## config.mk

```make
export PLATFORM = sky130hd
export DESIGN_NAME = lsfh_top
export DESIGN_NICKNAME = d
export VERILOG_FILES = /design/src/lsfh_pkg.sv /design/src/lsfh_fifo_if.sv /design/src/lsfh_fifo.sv /design/src/lsfh_top.sv
export SDC_FILE = /design/constraint.sdc
export NUM_CORES = 1
export LEC_CHECK = 0
export ABC_AREA = 1
export BUFFER_PORTS_ARGS = -buffer_cell sky130_fd_sc_hd__buf_4
export CORE_MARGIN = 5
export CORE_UTILIZATION = 59
export CTS_CLUSTER_DIAMETER = 100
export CTS_CLUSTER_SIZE = 40
export DETAILED_ROUTE_END_ITERATION = 12
export GPL_TIMING_DRIVEN = 0
export PLACE_DENSITY_LB_ADDON = 0.1
export SETUP_SLACK_MARGIN = 0.1
export SYNTH_ARGS = -nofsm -noshare
export SYNTH_HDL_FRONTEND = slang
export SYNTH_SLANG_ARGS = --single-unit
```

## constraint.sdc

```tcl
create_clock -name clk -period 9.65 [get_ports clk]
set_clock_uncertainty 0.15 [all_clocks]
set_input_delay 0 -clock clk [delete_from_list [all_inputs] [get_ports clk]]
set_output_delay 0 -clock clk [all_outputs]
set_load 0.005 [all_outputs]
```

## src/lsfh_pkg.sv

```systemverilog
// Purpose: shared constants, types and helpers of the lin slave frame handler
// Assumes: 100 MHz clock, 19.2 kbit/s link
// Notes: timing figures are kept in their own unit and converted here
package lsfh_pkg;
    // clock and link rate
    localparam int CLK_HZ = 100_000_000;
    localparam int BIT_RATE = 19_200;
    // nominal bit in clocks, rounded down
    localparam int BIT_CYC = CLK_HZ / BIT_RATE;
    // break is at least 11 dominant bits
    localparam int BREAK_BITS = 11;
    localparam int BREAK_CYC = BREAK_BITS * BIT_CYC;
    // longest frame in tenths of a bit (1.4 x 124 bits), rounded down
    localparam int FRAME_MAX_TENTHS = 1736;
    localparam int FRAME_MAX_CYC = FRAME_MAX_TENTHS * BIT_CYC / 10;
    // accepted deviation of the measured bit from nominal, percent
    localparam int SYNC_TOL_PCT = 14;
    // counter widths
    localparam int CNT_W = 20;
    localparam int FRM_W = 24;
    // error flag positions and reset value
    localparam int ERR_BIT = 0;
    localparam int ERR_HEADER = 1;
    localparam int ERR_DATA = 2;
    localparam int ERR_TIMEOUT = 3;
    localparam logic [7:0] ERR_RESET = 8'h00;
    // identifiers and data markers
    localparam logic [5:0] ID_DIAG = 6'h3C;
    localparam logic [7:0] APP_COMMAND_MARKER = 8'h80;
    localparam int ALL_NODES_BIT = 7;
    // command code that clears the flags; plain default
    localparam logic [6:0] FULL_STATUS_DEF = 7'h01;
    // data lengths
    localparam logic [3:0] LEN_2 = 4'h2;
    localparam logic [3:0] LEN_4 = 4'h4;
    localparam logic [3:0] LEN_8 = 4'h8;
    // command word layout {kind, id, command}
    localparam int CMD_W = 17;
    localparam int CMD_ID_LSB = 8;
    localparam int CMD_KIND_LSB = 14;
    localparam int FIFO_DEPTH = 4;

    typedef enum logic [2:0] {
        ST_IDLE = 3'b000,
        ST_BREAK = 3'b001,
        ST_SYNC = 3'b010,
        ST_WAIT = 3'b011,
        ST_BYTE = 3'b100,
        ST_PUSH = 3'b101
    } lsfh_state_t;

    typedef enum logic [2:0] {
        K_NONE = 3'b000,
        K_DIAG = 3'b001,
        K_ADDR = 3'b010,
        K_APP = 3'b011,
        K_NODE = 3'b100
    } lsfh_kind_t;

    // both parity bits of a protected identifier
    function automatic logic lsfh_parity_ok(input logic [7:0] id);
        logic id_even_parity;
        logic id_odd_parity;
        id_even_parity = id[0] ^ id[1] ^ id[2] ^ id[4];
        id_odd_parity = ~(id[1] ^ id[3] ^ id[4] ^ id[5]);
        return (id[6] == id_even_parity) && (id[7] == id_odd_parity);
    endfunction : lsfh_parity_ok

    // number of data bytes from the two length bits
    function automatic logic [3:0] lsfh_len(input logic id_length_high,
                                            input logic id_length_low);
        logic [3:0] n;
        n = LEN_2;
        if (id_length_high) begin
            n = id_length_low ? LEN_8 : LEN_4;
        end
        return n;
    endfunction : lsfh_len
endpackage : lsfh_pkg

```

## src/lsfh_fifo_if.sv

```systemverilog
// Purpose: carrier between the frame handler and its command fifo
// Assumes: single clock
// Notes: valid/ready on both sides
`timescale 1ns/1ps
interface lsfh_fifo_if #(parameter int W = 8);
    logic push_valid;
    logic push_ready;
    logic [W-1:0] push_data;
    logic pop_valid;
    logic pop_ready;
    logic [W-1:0] pop_data;
    modport src (output push_valid, output push_data, input push_ready);
    modport fifo (input push_valid, input push_data, output push_ready,
                  output pop_valid, output pop_data, input pop_ready);
    modport sink (input pop_valid, input pop_data, output pop_ready);
endinterface : lsfh_fifo_if

```

## src/lsfh_fifo.sv

```systemverilog
// Purpose: small shifting fifo for accepted commands
// Assumes: single clock, push and pop may coincide
// Notes: head word and valid come straight from flip-flops
`timescale 1ns/1ps
module lsfh_fifo #(
    parameter int W = 8,
    parameter int DEPTH = 4
)(
    input wire logic clk,
    input wire logic rst,
    lsfh_fifo_if.fifo f
);
    localparam int CW = $clog2(DEPTH + 1);

    if (DEPTH < 2 || W < 1) begin : g_bad_cfg
        $error("fifo depth below two or width below one");
    end

    logic [W-1:0] mem_q [DEPTH];
    logic [CW-1:0] cnt_q;
    logic [CW-1:0] cnt_d;
    logic valid_q;

    // handshakes; full is honest so the source really stalls
    wire push = f.push_valid & f.push_ready;
    wire pop = f.pop_valid & f.pop_ready;
    wire [CW-1:0] wr_idx = pop ? cnt_q - CW'(1) : cnt_q;
    assign f.push_ready = cnt_q != CW'(DEPTH);
    assign f.pop_valid = valid_q;
    assign f.pop_data = mem_q[0];
    assign cnt_d = cnt_q + CW'(push) - CW'(pop);

    // each entry shifts down on pop, takes the new word at the tail
    for (genvar i = 0; i < DEPTH; i++) begin : g_ent
        wire [W-1:0] above = (i < DEPTH - 1) ? mem_q[(i + 1) % DEPTH] : mem_q[i];
        always_ff @(posedge clk or posedge rst) begin
            if (rst) begin
                mem_q[i] <= '0;
            end else if (push && wr_idx == CW'(i)) begin
                mem_q[i] <= f.push_data;
            end else if (pop) begin
                mem_q[i] <= above;
            end
        end
    end

    // occupancy and registered valid
    always_ff @(posedge clk or posedge rst) begin
        if (rst) begin
            cnt_q <= '0;
            valid_q <= 1'b0;
        end else begin
            cnt_q <= cnt_d;
            valid_q <= cnt_d != '0;
        end
    end
endmodule : lsfh_fifo

```

## src/lsfh_top.sv

```systemverilog
// Purpose: protocol handler of a lin slave node, receive, check, respond
// Assumes: one lin master; bus pin and address pins are asynchronous
// Notes: the bit period is relearned from every sync field
`timescale 1ns/1ps
module lsfh_top #(
    parameter int BIT_CYC_NOM = lsfh_pkg::BIT_CYC,
    parameter int BREAK_CYC_P = lsfh_pkg::BREAK_CYC,
    parameter int FRAME_MAX_P = lsfh_pkg::FRAME_MAX_CYC,
    parameter logic [6:0] FULL_STATUS_CODE = lsfh_pkg::FULL_STATUS_DEF
)(
    input wire logic clk,
    input wire logic rst,
    input wire logic lin_rx,
    output logic lin_tx_o,
    output logic lin_tx_oe_n,
    input wire logic hardwired_addr_pin_a,
    input wire logic hardwired_addr_pin_b,
    input wire logic hardwired_addr_pin_c,
    input wire logic [3:0] stored_addr_bits,
    input wire logic [5:0] cfg_id_addr_cmd,
    input wire logic [5:0] cfg_id_app_cmd,
    input wire logic [5:0] cfg_id_node_cmd,
    input wire logic resp_en,
    input wire logic [5:0] resp_id,
    input wire logic tx_valid,
    input wire logic [7:0] tx_data,
    output logic tx_taken,
    output logic cmd_valid,
    output logic [lsfh_pkg::CMD_W-1:0] cmd_word,
    input wire logic cmd_ready,
    output logic [7:0] link_error_flags
);
    import lsfh_pkg::*;

    if (BIT_CYC_NOM < 16 || BIT_CYC_NOM * 9 >= 2 ** CNT_W ||
        BREAK_CYC_P >= 2 ** CNT_W || FRAME_MAX_P >= 2 ** FRM_W ||
        FRAME_MAX_P < 2) begin : g_bad_cfg
        $error("timing parameters do not fit the counters");
    end

    localparam logic [CNT_W-1:0] BIT_NOM = CNT_W'(BIT_CYC_NOM);
    localparam logic [CNT_W-1:0] BIT_LO = CNT_W'(BIT_CYC_NOM * (100 - SYNC_TOL_PCT) / 100);
    localparam logic [CNT_W-1:0] BIT_HI = CNT_W'(BIT_CYC_NOM * (100 + SYNC_TOL_PCT) / 100);
    localparam logic [CNT_W-1:0] BRK = CNT_W'(BREAK_CYC_P);
    localparam logic [FRM_W-1:0] FRM_LAST = FRM_W'(FRAME_MAX_P - 1);

    // pin synchronisers, first stage read only by the second
    logic rx_meta_q;
    logic rx_q;
    logic rx_prev_q;
    logic [2:0] hw_meta_q;
    logic [2:0] hw_q;

    lsfh_state_t st_q, st_d;
    lsfh_kind_t kind_q, kind_d;
    logic [CNT_W-1:0] cnt_q, cnt_d, bit_len_q, bit_len_d;
    logic [FRM_W-1:0] frm_q, frm_d;
    logic [3:0] bit_idx_q, bit_idx_d, byte_no_q, byte_no_d, need_q, need_d;
    logic [7:0] sh_q, sh_d, sum_q, sum_d, tx_sh_q, err_q, err_d;
    logic [7:0] data_q [3];
    logic [7:0] data_d [3];
    logic [5:0] id_q, id_d;
    logic [2:0] edges_q, edges_d;
    logic tx_mode_q, tx_mode_d, oe_n_q, oe_n_d, tx_take;
    logic tx_taken_q;
    logic [CMD_W-1:0] cmd_q, cmd_d;

    lsfh_fifo_if #(.W(CMD_W)) cmd_if ();

    // bit timing decode
    wire rx_fall = rx_prev_q & ~rx_q;
    wire half = cnt_q == (bit_len_q >> 1);
    wire bit_end = cnt_q == bit_len_q - CNT_W'(1);
    wire sample = (st_q == ST_BYTE) && half;
    wire byte_done = sample && (bit_idx_q == 4'h9);
    wire [CNT_W-1:0] meas = cnt_q >> 3;
    wire sync_ok = (meas >= BIT_LO) && (meas <= BIT_HI);
    wire sync_end = (st_q == ST_SYNC) && rx_fall && (edges_q == 3'h4);
    wire sync_bad = sync_end && !sync_ok;

    // identifier decode
    wire [5:0] id6 = sh_q[5:0];
    wire id_length_high = sh_q[5];
    wire id_length_low = sh_q[4];
    wire parity_ok = lsfh_parity_ok(sh_q);
    wire [3:0] id_len = lsfh_len(id_length_high, id_length_low);
    wire resp_hit = resp_en && (id6 == resp_id);
    wire is_id = byte_no_q == 4'h0;
    wire is_ck = byte_no_q == need_q + 4'h1;
    lsfh_kind_t id_kind;
    assign id_kind = (id6 == ID_DIAG) ? K_DIAG :
                     (id6 == cfg_id_addr_cmd) ? K_ADDR :
                     (id6 == cfg_id_app_cmd) ? K_APP :
                     (id6 == cfg_id_node_cmd) ? K_NODE : K_NONE;

    // frame checks; checksum folds every carry back in
    wire [8:0] sum9 = {1'b0, sum_q} + {1'b0, sh_q};
    wire [7:0] sum_next = sum9[7:0] + {7'h00, sum9[8]};
    wire rx_byte = byte_done && !tx_mode_q;
    wire stop_bad = rx_byte && !rx_q;
    wire hdr_bad = rx_byte && rx_q && is_id && !parity_ok;
    wire ck_end = rx_byte && rx_q && is_ck;
    wire ck_bad = ~sum_q != sh_q;
    wire len_bad = (kind_q == K_DIAG && need_q != LEN_8) ||
                   (kind_q == K_ADDR && need_q == LEN_8) ||
                   (kind_q == K_NODE && need_q != LEN_2);
    wire echo_bad = sample && tx_mode_q && (rx_q != oe_n_q);
    wire active = (st_q == ST_SYNC) || (st_q == ST_WAIT) || (st_q == ST_BYTE);
    wire timeout = active && (frm_q == FRM_LAST);

    // addressing: pins form the top three bits
    wire [6:0] own_addr = {hw_q[0], hw_q[1], hw_q[2], stored_addr_bits};
    wire [7:0] addr_byte = (kind_q == K_DIAG) ? data_q[2] : data_q[1];
    wire addr_hit = !addr_byte[ALL_NODES_BIT] || (addr_byte[6:0] == own_addr);
    // in a diagnostic frame byte 0 must carry the marker, which also keeps bit 7 high
    wire marker_ok = data_q[0] == APP_COMMAND_MARKER;
    wire [7:0] cmd_byte = (kind_q == K_DIAG) ? data_q[1] : data_q[0];
    wire want = (kind_q == K_DIAG) ? (marker_ok && addr_hit) :
                (kind_q == K_ADDR) ? addr_hit :
                (kind_q == K_APP) || (kind_q == K_NODE);
    wire accept = ck_end && !ck_bad && !len_bad && want;
    wire full_status_query = accept && (cmd_byte[6:0] == FULL_STATUS_CODE);

    // flag sets; a set in the clearing cycle survives
    wire [3:0] set_v = {timeout, stop_bad || (ck_end && (ck_bad || len_bad)),
                        sync_bad || hdr_bad, echo_bad};
    assign err_d = (err_q & ~{8{full_status_query}}) | {4'h0, set_v};

    assign cmd_if.push_valid = st_q == ST_PUSH;
    assign cmd_if.push_data = cmd_q;
    assign cmd_if.pop_ready = cmd_ready;
    assign cmd_valid = cmd_if.pop_valid;
    assign cmd_word = cmd_if.pop_data;
    assign lin_tx_oe_n = oe_n_q;
    assign tx_taken = tx_taken_q;
    assign link_error_flags = err_q;

    // frame sequencer
    always_comb begin
        st_d = st_q;
        cnt_d = cnt_q + CNT_W'(1);
        bit_len_d = bit_len_q;
        frm_d = active ? frm_q + FRM_W'(1) : '0;
        bit_idx_d = bit_idx_q;
        byte_no_d = byte_no_q;
        need_d = need_q;
        sh_d = sh_q;
        sum_d = sum_q;
        data_d = data_q;
        id_d = id_q;
        kind_d = kind_q;
        edges_d = edges_q;
        tx_mode_d = tx_mode_q;
        oe_n_d = oe_n_q;
        tx_take = 1'b0;
        cmd_d = cmd_q;
        case (st_q)
            ST_IDLE: begin
                cnt_d = '0;
                oe_n_d = 1'b1;
                tx_mode_d = 1'b0;
                if (!rx_q) begin
                    st_d = ST_BREAK;
                end
            end
            ST_BREAK: begin
                if (&cnt_q) begin
                    cnt_d = cnt_q;
                end
                if (rx_q) begin
                    cnt_d = '0;
                    edges_d = 3'h0;
                    st_d = (cnt_q >= BRK) ? ST_SYNC : ST_IDLE;
                end
            end
            ST_SYNC: begin
                if (rx_fall) begin
                    edges_d = edges_q + 3'h1;
                    if (edges_q == 3'h0) begin
                        cnt_d = '0;
                    end
                    if (sync_end) begin
                        // five falling edges span eight bits
                        bit_len_d = meas;
                        byte_no_d = 4'h0;
                        sum_d = 8'h00;
                        st_d = sync_ok ? ST_WAIT : ST_IDLE;
                    end
                end
            end
            ST_WAIT: begin
                cnt_d = '0;
                bit_idx_d = 4'h0;
                if (tx_mode_q) begin
                    // only a header naming our response starts a send
                    if (tx_valid) begin
                        tx_take = 1'b1;
                        oe_n_d = 1'b0;
                        st_d = ST_BYTE;
                    end
                end else if (rx_fall) begin
                    st_d = ST_BYTE;
                end
            end
            ST_BYTE: begin
                if (bit_end) begin
                    cnt_d = '0;
                    bit_idx_d = bit_idx_q + 4'h1;
                    if (tx_mode_q) begin
                        oe_n_d = (bit_idx_q == 4'h8) ? 1'b1 : tx_sh_q[bit_idx_q[2:0]];
                    end
                end
                if (sample) begin
                    if (bit_idx_q >= 4'h1 && bit_idx_q <= 4'h8) begin
                        sh_d = {rx_q, sh_q[7:1]};
                    end
                    if (bit_idx_q == 4'h0 && rx_q && !tx_mode_q) begin
                        st_d = ST_WAIT;
                    end
                    if (echo_bad) begin
                        st_d = ST_IDLE;
                        oe_n_d = 1'b1;
                    end else if (byte_done && tx_mode_q) begin
                        byte_no_d = byte_no_q + 4'h1;
                        st_d = is_ck ? ST_IDLE : ST_WAIT;
                    end else if (byte_done) begin
                        byte_no_d = byte_no_q + 4'h1;
                        st_d = ST_WAIT;
                        if (!rx_q || (is_id && !parity_ok)) begin
                            st_d = ST_IDLE;
                        end else if (is_id) begin
                            need_d = id_len;
                            id_d = id6;
                            kind_d = id_kind;
                            tx_mode_d = resp_hit;
                            if (!resp_hit && id_kind == K_NONE) begin
                                st_d = ST_IDLE;
                            end
                        end else if (is_ck) begin
                            cmd_d = {kind_q, id_q, cmd_byte};
                            st_d = accept ? ST_PUSH : ST_IDLE;
                        end else begin
                            sum_d = sum_next;
                            if (byte_no_q <= 4'h3) begin
                                data_d[byte_no_q[1:0] - 2'h1] = sh_q;
                            end
                        end
                    end
                end
            end
            ST_PUSH: begin
                // a full fifo holds the sequencer here
                if (cmd_if.push_ready) begin
                    st_d = ST_IDLE;
                end
            end
            default: begin
                st_d = ST_IDLE;
            end
        endcase
        if (timeout) begin
            st_d = ST_IDLE;
            oe_n_d = 1'b1;
        end
    end

    // synchronisers
    always_ff @(posedge clk or posedge rst) begin
        if (rst) begin
            rx_meta_q <= 1'b1;
            rx_q <= 1'b1;
            rx_prev_q <= 1'b1;
            hw_meta_q <= 3'h0;
            hw_q <= 3'h0;
        end else begin
            rx_meta_q <= lin_rx;
            rx_q <= rx_meta_q;
            rx_prev_q <= rx_q;
            hw_meta_q <= {hardwired_addr_pin_c, hardwired_addr_pin_b, hardwired_addr_pin_a};
            hw_q <= hw_meta_q;
        end
    end

    // sequencer and counters
    always_ff @(posedge clk or posedge rst) begin
        if (rst) begin
            st_q <= ST_IDLE;
            cnt_q <= '0;
            bit_len_q <= BIT_NOM;
            frm_q <= '0;
            bit_idx_q <= 4'h0;
            byte_no_q <= 4'h0;
            need_q <= LEN_2;
            edges_q <= 3'h0;
        end else begin
            st_q <= st_d;
            cnt_q <= cnt_d;
            bit_len_q <= bit_len_d;
            frm_q <= frm_d;
            bit_idx_q <= bit_idx_d;
            byte_no_q <= byte_no_d;
            need_q <= need_d;
            edges_q <= edges_d;
        end
    end

    // frame contents
    always_ff @(posedge clk or posedge rst) begin
        if (rst) begin
            sh_q <= 8'h00;
            sum_q <= 8'h00;
            data_q <= '{default: 8'h00};
            id_q <= 6'h00;
            kind_q <= K_NONE;
            cmd_q <= '0;
        end else begin
            sh_q <= sh_d;
            sum_q <= sum_d;
            data_q <= data_d;
            id_q <= id_d;
            kind_q <= kind_d;
            cmd_q <= cmd_d;
        end
    end

    // transmit side and error register
    always_ff @(posedge clk or posedge rst) begin
        if (rst) begin
            tx_mode_q <= 1'b0;
            oe_n_q <= 1'b1;
            lin_tx_o <= 1'b0;
            tx_taken_q <= 1'b0;
            tx_sh_q <= 8'h00;
            err_q <= ERR_RESET;
        end else begin
            tx_mode_q <= tx_mode_d;
            oe_n_q <= oe_n_d;
            lin_tx_o <= 1'b0;
            tx_taken_q <= tx_take;
            tx_sh_q <= tx_take ? tx_data : tx_sh_q;
            err_q <= err_d;
        end
    end

    lsfh_fifo #(.W(CMD_W), .DEPTH(FIFO_DEPTH)) u_fifo (
        .clk(clk),
        .rst(rst),
        .f(cmd_if)
    );
endmodule : lsfh_top

```

==> impl_metrics.tcl, run 1 <==
set metrics [dict create \
    wl_per_cell_um 15.2 \
    clk_path_buf_depth 3 \
    status "completed" \
    dr.pass1.iters 5 \
    drv_slew 0 \
    rows 55 \
    syn_nets 1829 \
    dieHeight_um 162 \
    drive_gt1_frac 0.108 \
    cp_max_fo 10 \
    crit_type "register to register" \
    final_nets 1949 \
    diodes 0 \
    setup_viol 0 \
    tritoncts "done" \
    dr_total_vias 12100 \
    port_buffers 72 \
    max_cap_viol_count 0 \
    drc 0 \
    cts_sinks 244 \
    grt_use_total 0.253 \
    syn_inst 1753 \
    clkTransAtPathRegs_ns 0.14 \
    yosys-top-cells-area "dfrtp_1 (43%), nand2_1 (12%), nand3_1 (7.1%)" \
    antenna_found_initial 0 \
    clk_latency_ns 0.50 \
    fp.coreArea_sq_um 22700 \
    stdcell_area_sq_um 15300 \
    synth-seq-area-share 0.447 \
    place_congestion 0.935 \
    syn-cell-area_sq_um 13700 \
    hold_buffers 34 \
    syn_avg_cell_area_sq_um 7.80 \
    grt_overflow_total 0 \
    ctsResizeCount 0 \
    cts-root-buf "clkbuf_16" \
    antenna_left 0 \
    synth_edf_count 0 \
    fillCellCount 1952 \
    cp-end-kind "register" \
    async_reset_ff_frac 1.00 \
    rr_worst_depth 11 \
    cts_setup_buffers 0 \
    min_path_type "input pin to register" \
    mostFrequentLayoutCell "nand2_1" \
    crit_required_ns 9.88 \
    synth_seq_cells 244 \
    synth_cell_types 51 \
    wl_um 32900 \
    worst_path_max_delay_cell "clkbuf_1" \
    start_util 0.602 \
    fmax_ghz 0.324 \
    dieWidth_um 162 \
    slowest_delay_ns 0.45 \
    post-route-min-period_ns 3.09 \
    tightestPinTransition_ns 0.871 \
    cts.htree.levels 1 \
    synthFlopType "dfrtp_1" \
    area_growth_pct 12.0 \
    dpl.hpwl_um 24800 \
    placed_area_sq_um 14600 \
    drt_iter0_markers 981 \
    yosysWarnings 0 \
    fin_util 0.674 \
    cp_cell_sequence "nand2_1 -> inv_2 -> clkbuf_1 -> ha_1 -> inv_1 -> ha_1 -> inv_1 -> fa_1 -> xnor2_1 -> xnor2_1 -> or3_1" \
    crit_buf_inv 4 \
    synth_top_cell_area_share 0.428 \
    ios 74 \
    synth_area_leader_cell "dfrtp_1" \
    leakagePower_nw 7.33 \
    rsz0062_at_grt "no" \
    grt_max_degree 132 \
    tns_ns 0 \
    cp_data_arrival_time_ns 3.32 \
    final_hold_viol_count 0 \
    start_kind "register" \
    path_delay_family "adder cells" \
    cp_num_cells 11 \
    viasPerCell 5.61 \
    power_density_nw_per_um2 120 \
    die-area_sq_um 26300 \
    ir_worst_vdd_mv 0.132 \
    fin_crit_sh 0.320 \
    numCtsBuffers 11 \
    min_path_cells 8 \
    grt_pass1_wl_um 55700 \
    relSlewSlack 0.412 \
    grt_pass1_vias 11600 \
    final_cell_mix "nand2_1 (424), dfrtp_1 (234), nand3_1 (193)" \
]
==> worst paths after layout <==
kind	slack (ns)	endpoint	start
setup / recovery	6.56	u_fifo.f.pop_valid	u_fifo.f.pop_valid
hold / removal	0.04	kind_q[0]	cfg_id_addr_cmd[0]
setup reg to reg	6.56	u_fifo.f.pop_valid	u_fifo.f.pop_valid
hold reg to reg	0.21	hw_q[1]	hw_meta_q[1]
max in group asynchronous	8.21	data_q[3]	rst
min in group asynchronous	0.11	frm_q[2]	rst
==> final cells by class <==
class	instances	area, sq um	share of cell area
tap	285	357	0.0233
sequential	244	6120	0.400
clock buffer	12	279	0.0182
buffer	66	322	0.0210
clock inverter	5	85.1	0.00556
timing repair buffer	107	908	0.0593
multi-input combinational	1239	6470	0.422
inverter	204	773	0.0505
==> per-layer routing <==
metal	up-vias	global-route usage	share of wire
li1	6007	-	-
met1	5729	0.362	0.47
met2	346	0.414	0.46
met3	49	0.0289	0.051
met4	0	0.0654	0.022
met5	-	0	0
==> through the flow <==
stage                     total power [mW]  instances  setup WS, ns  hold slack [ns]
final                                 1.84       2162          6.56           0.0407
after global routing                  1.92       2162          6.31            0.109
after CTS                             1.85       2162          6.55           0.0286
after detailed placement              1.26       2111          6.57          -0.0405
after global placement                1.26       2110         0.292          -0.0416
after floorplan                       1.20       1753          2.82           -0.146
==> Yosys cell counts, types with 5 or more instances <==
cell,number
nor4_1,12
nor2_1,141
o21ai_2,19
nand2_1,424
buf_6,5
a31oi_1,5
dfstp_2,10
dfrtp_1,234
xnor2_1,14
o21ai_0,95
clkbuf_1,37
o21ai_1,30
inv_1,171
a21oi_1,38
buf_2,17
nand4_1,30
inv_2,32
nand3b_1,5
xor2_1,48
ha_1,29
mux2i_1,5
nor2_2,6
o211ai_1,58
nand3_1,193
nor3_1,44
==> registers in the layout, summed over array words and instances, names as in the netlist, 3 cells and up <==
signal and cells:
u_fifo.g_ent.above 51, data_q 24, frm_q 24, cnt_q 20
bit_len_q 17, cmd_if.push_data 17, u_fifo.f.pop_data 17, link_error_flags 8
sh_q 8, sum_q 8, tx_sh_q 8, id_q 6
bit_idx_q 4, byte_no_q 4, edges_q 3, hw_meta_q 3
hw_q 3, kind_q 3, need_q 3, st_q 3
u_fifo.cnt_q 3
==> cell families (layout without fill, tap and decap cells) <==
| logic type | count (synthesis) | after routing | synth area share |
|---|---|---|---|
| mux | 5 | 5 | 0.00366 |
| fa+ha+maj | 31 | 31 | 0.0295 |
| other cells | 1 | 1 | 0.000274 |
| compound gates | 257 | 257 | 0.113 |
| flops | 244 | 244 | 0.447 |
| buf+inv | 270 | 394 | 0.0795 |
| xor+xnor | 62 | 62 | 0.0397 |
| simple gates | 883 | 883 | 0.287 |
==> worst min-delay path, stage by stage <==
cell and delay, ns:
buf_4 0.08, xor2_1 0.05, nor2_1 0.08, nand3_1 0.12, inv_1 0.07, o21ai_0 0.07
o21ai_0 0.16, inv_1 0.04
==> report_power, final <==
group	internal (mW)	switching [mW]	total [mW]
registers	1.04	0.0137	1.05
logic	0.0694	0.130	0.200
clock network	0.232	0.357	0.589
total	1.34	0.501	1.84
Power figures use the tool's default switching activity.
==> run 2: changes to the inputs <==
--- a/config.mk
+++ b/config.mk
@@ -8,7 +8,7 @@
 export ABC_AREA = 1
 export BUFFER_PORTS_ARGS = -buffer_cell sky130_fd_sc_hd__buf_4
 export CORE_MARGIN = 5
-export CORE_UTILIZATION = 59
+export CORE_UTILIZATION = 56
 export CTS_CLUSTER_DIAMETER = 100
 export CTS_CLUSTER_SIZE = 40
 export DETAILED_ROUTE_END_ITERATION = 12
==> constraint.sdc (replaced) <==
create_clock -name clk -period 2.6 [get_ports clk]
set_clock_uncertainty 0.15 [all_clocks]
set_input_delay 0 -clock clk [delete_from_list [all_inputs] [get_ports clk]]
set_output_delay 0 -clock clk [all_outputs]
set_load 0.005 [all_outputs]
==> impl_metrics.tcl, run 2 (synthesis results as in run 1) <==
set metrics [dict create \
    min_path_type "input pin to register" \
    numCtsBuffers 11 \
    grt_pass1_wl_um 57800 \
    rr_startpoint "bit_len_q[3]" \
    ir_worst_vdd_mv 0.497 \
    grt_max_degree 43 \
    fin_crit_sh 1.00 \
    area_growth_pct 24.9 \
    final_nets 2028 \
    drv_slew 0 \
    r2r_slack_ns -0.01 \
    wl_per_cell_um 15.8 \
    final_cell_mix "nand2_1 (362), dfrtp_1 (220), nand3_1 (177)" \
    setup_viol 3 \
    wl_um 36100 \
    crit_required_ns 2.84 \
    stdcell_area_sq_um 17100 \
    cp_data_arrival_time_ns 2.85 \
    antenna_found_initial 0 \
    cp_max_fo 7 \
    viasPerCell 5.56 \
    rows 57 \
    grt_pass1_vias 11800 \
    slowest_delay_ns 0.62 \
    dr_total_vias 12700 \
    ff_latch_area_sq_um 6140 \
    crit_type "register to register" \
    antenna_left 0 \
    cp_cell_sequence "inv_2 -> nand2_1 -> nand4_1 -> nor2_4 -> nand4_4 -> nor2_8 -> nand2_4 -> inv_2 -> nand2_4 -> nor2_8 -> nand3_4 -> buf_12 -> nand2_4 -> o21ai_2" \
    worst_path_max_delay_cell "dfstp_2" \
    placed_area_sq_um 14700 \
    clkTransAtPathRegs_ns 0.13 \
    critPathLaunch "bit_len_q[3]" \
    tightestPinTransition_ns 0.650 \
    fp.coreArea_sq_um 24200 \
    die-area_sq_um 27600 \
    crit_end "data_q[8]" \
    place_congestion 0.909 \
    largest_reg_flops 51 \
    final_cells 2280 \
    multi_input_area_sq_um 7300 \
    r2r-end "data_q[8]" \
    relSlewSlack 0.567 \
    drt_iter0_markers 888 \
    failed_checks "negative setup slack" \
    setup_slack_ns -0.0106 \
    port_buffers 72 \
    leakagePower_nw 7.97 \
    cts-root-buf "clkbuf_16" \
    clk_latency_ns 0.50 \
    cts_sinks 244 \
    diodes 0 \
    status "complete, but fails checks" \
    rr_worst_depth 14 \
    dp.cells 2155 \
    ios 74 \
    grt_overflow_total 0 \
    dr.pass1.iters 7 \
    fmax_ghz 0.383 \
    power_density_nw_per_um2 407 \
    start_kind "register" \
    drive_gt1_frac 0.239 \
    mostFrequentLayoutCell "nand2_1" \
    drc 0 \
    fillCellCount 1913 \
    grt_use_total 0.244 \
    dieHeight_um 166 \
    dpl.hpwl_um 25400 \
    clk_path_buf_depth 3 \
    path_common_cell "nand2_4" \
    tritoncts "done" \
    final_hold_viol_count 0 \
    cts.htree.levels 1 \
    cp-end-kind "register" \
    dieWidth_um 166 \
    post-route-min-period_ns 2.61 \
    rsz0062_at_grt "yes" \
    max_cap_viol_count 0 \
    start_util 0.566 \
]
run 2: cell types whose count changed in the layout (fill, tap and decap cells not counted), moves of 16 or more:
cell     delta
buf_4      +66
nand2_1    -62
nand2_2    +44
nor2_1     -22
nand2_4    +16
nand3_1    -16
nor2_4     +16
run 2: layout make-up:
cell class / count / share of cell area
multi-input combinational: 1239 / 0.428
sequential: 244 / 0.359
timing repair buffer: 186 / 0.0975
inverter: 204 / 0.0467
buffer: 66 / 0.0247
tap: 324 / 0.0237
clock buffer: 13 / 0.0171
clock inverter: 4 / 0.00337
run 2: per-stage QoR:
step	TNS (ns)	total power, mW	util	worst slack, ns	hold WS, ns
floorplan	-174.47	4.46	-	-0.746	-0.146
finish	-0.0181	6.95	0.706	-0.0106	0.00928
global placement	-519.16	4.67	0.605	-2.18	-0.0417
global route	-2.02	7.23	0.706	-0.0948	0.0743
detailed placement	-10.41	4.71	0.610	-0.397	-0.0942
CTS	0	6.92	0.655	0.0566	0.000566
run 2: worst max-delay path: cells and delay by family, from the launching register on:
kind,cells,cell delay (ns)
AND/OR/NAND/NOR,10,1.29
flip-flops,1,0.62
AO/OA/AOI/OAI,1,0.05
buffers and inverters,3,0.36
run 2: worst min-delay path by stage:
stage	startpoint	endpoint	slack, ns	cells after the start
floorplan	lin_rx	rx_meta_q	-0.15	0
detailed placement	rst	frm_q[19]	-0.09	2
CTS	cfg_id_app_cmd[0]	kind_q[2]	0.0006	8
global route	cfg_id_addr_cmd[0]	kind_q[2]	0.07	8
global placement	lin_rx	rx_meta_q	-0.04	1
finish	cfg_id_app_cmd[0]	kind_q[2]	0.009	8
run 2: metal layers:
layer	vias to the layer above	share of wire	routed length, um	global-route usage
met5	-	0	0	0
met4	0	0.023	815	0.0516
met3	58	0.051	1840	0.0271
met2	370	0.47	17000	0.396
met1	6079	0.45	16400	0.359
li1	6177	-	-	-
run 2: power breakdown:
group          internal, mW  switching (mW)
sequential             3.85          0.0475
clock                 0.858            1.28
combinational         0.356           0.558
total                  5.06            1.88
run 2: timing repair:
action / 4_1_cts / 5_1_grt
setup endpoints to repair: 133 / 137
resized for setup: 73 / 218
hold endpoints to repair: 111 / 0
gates cloned: 0 / 5
hold buffers: 26 / 0
setup buffers: 30 / 47
pin swaps: 23 / 58
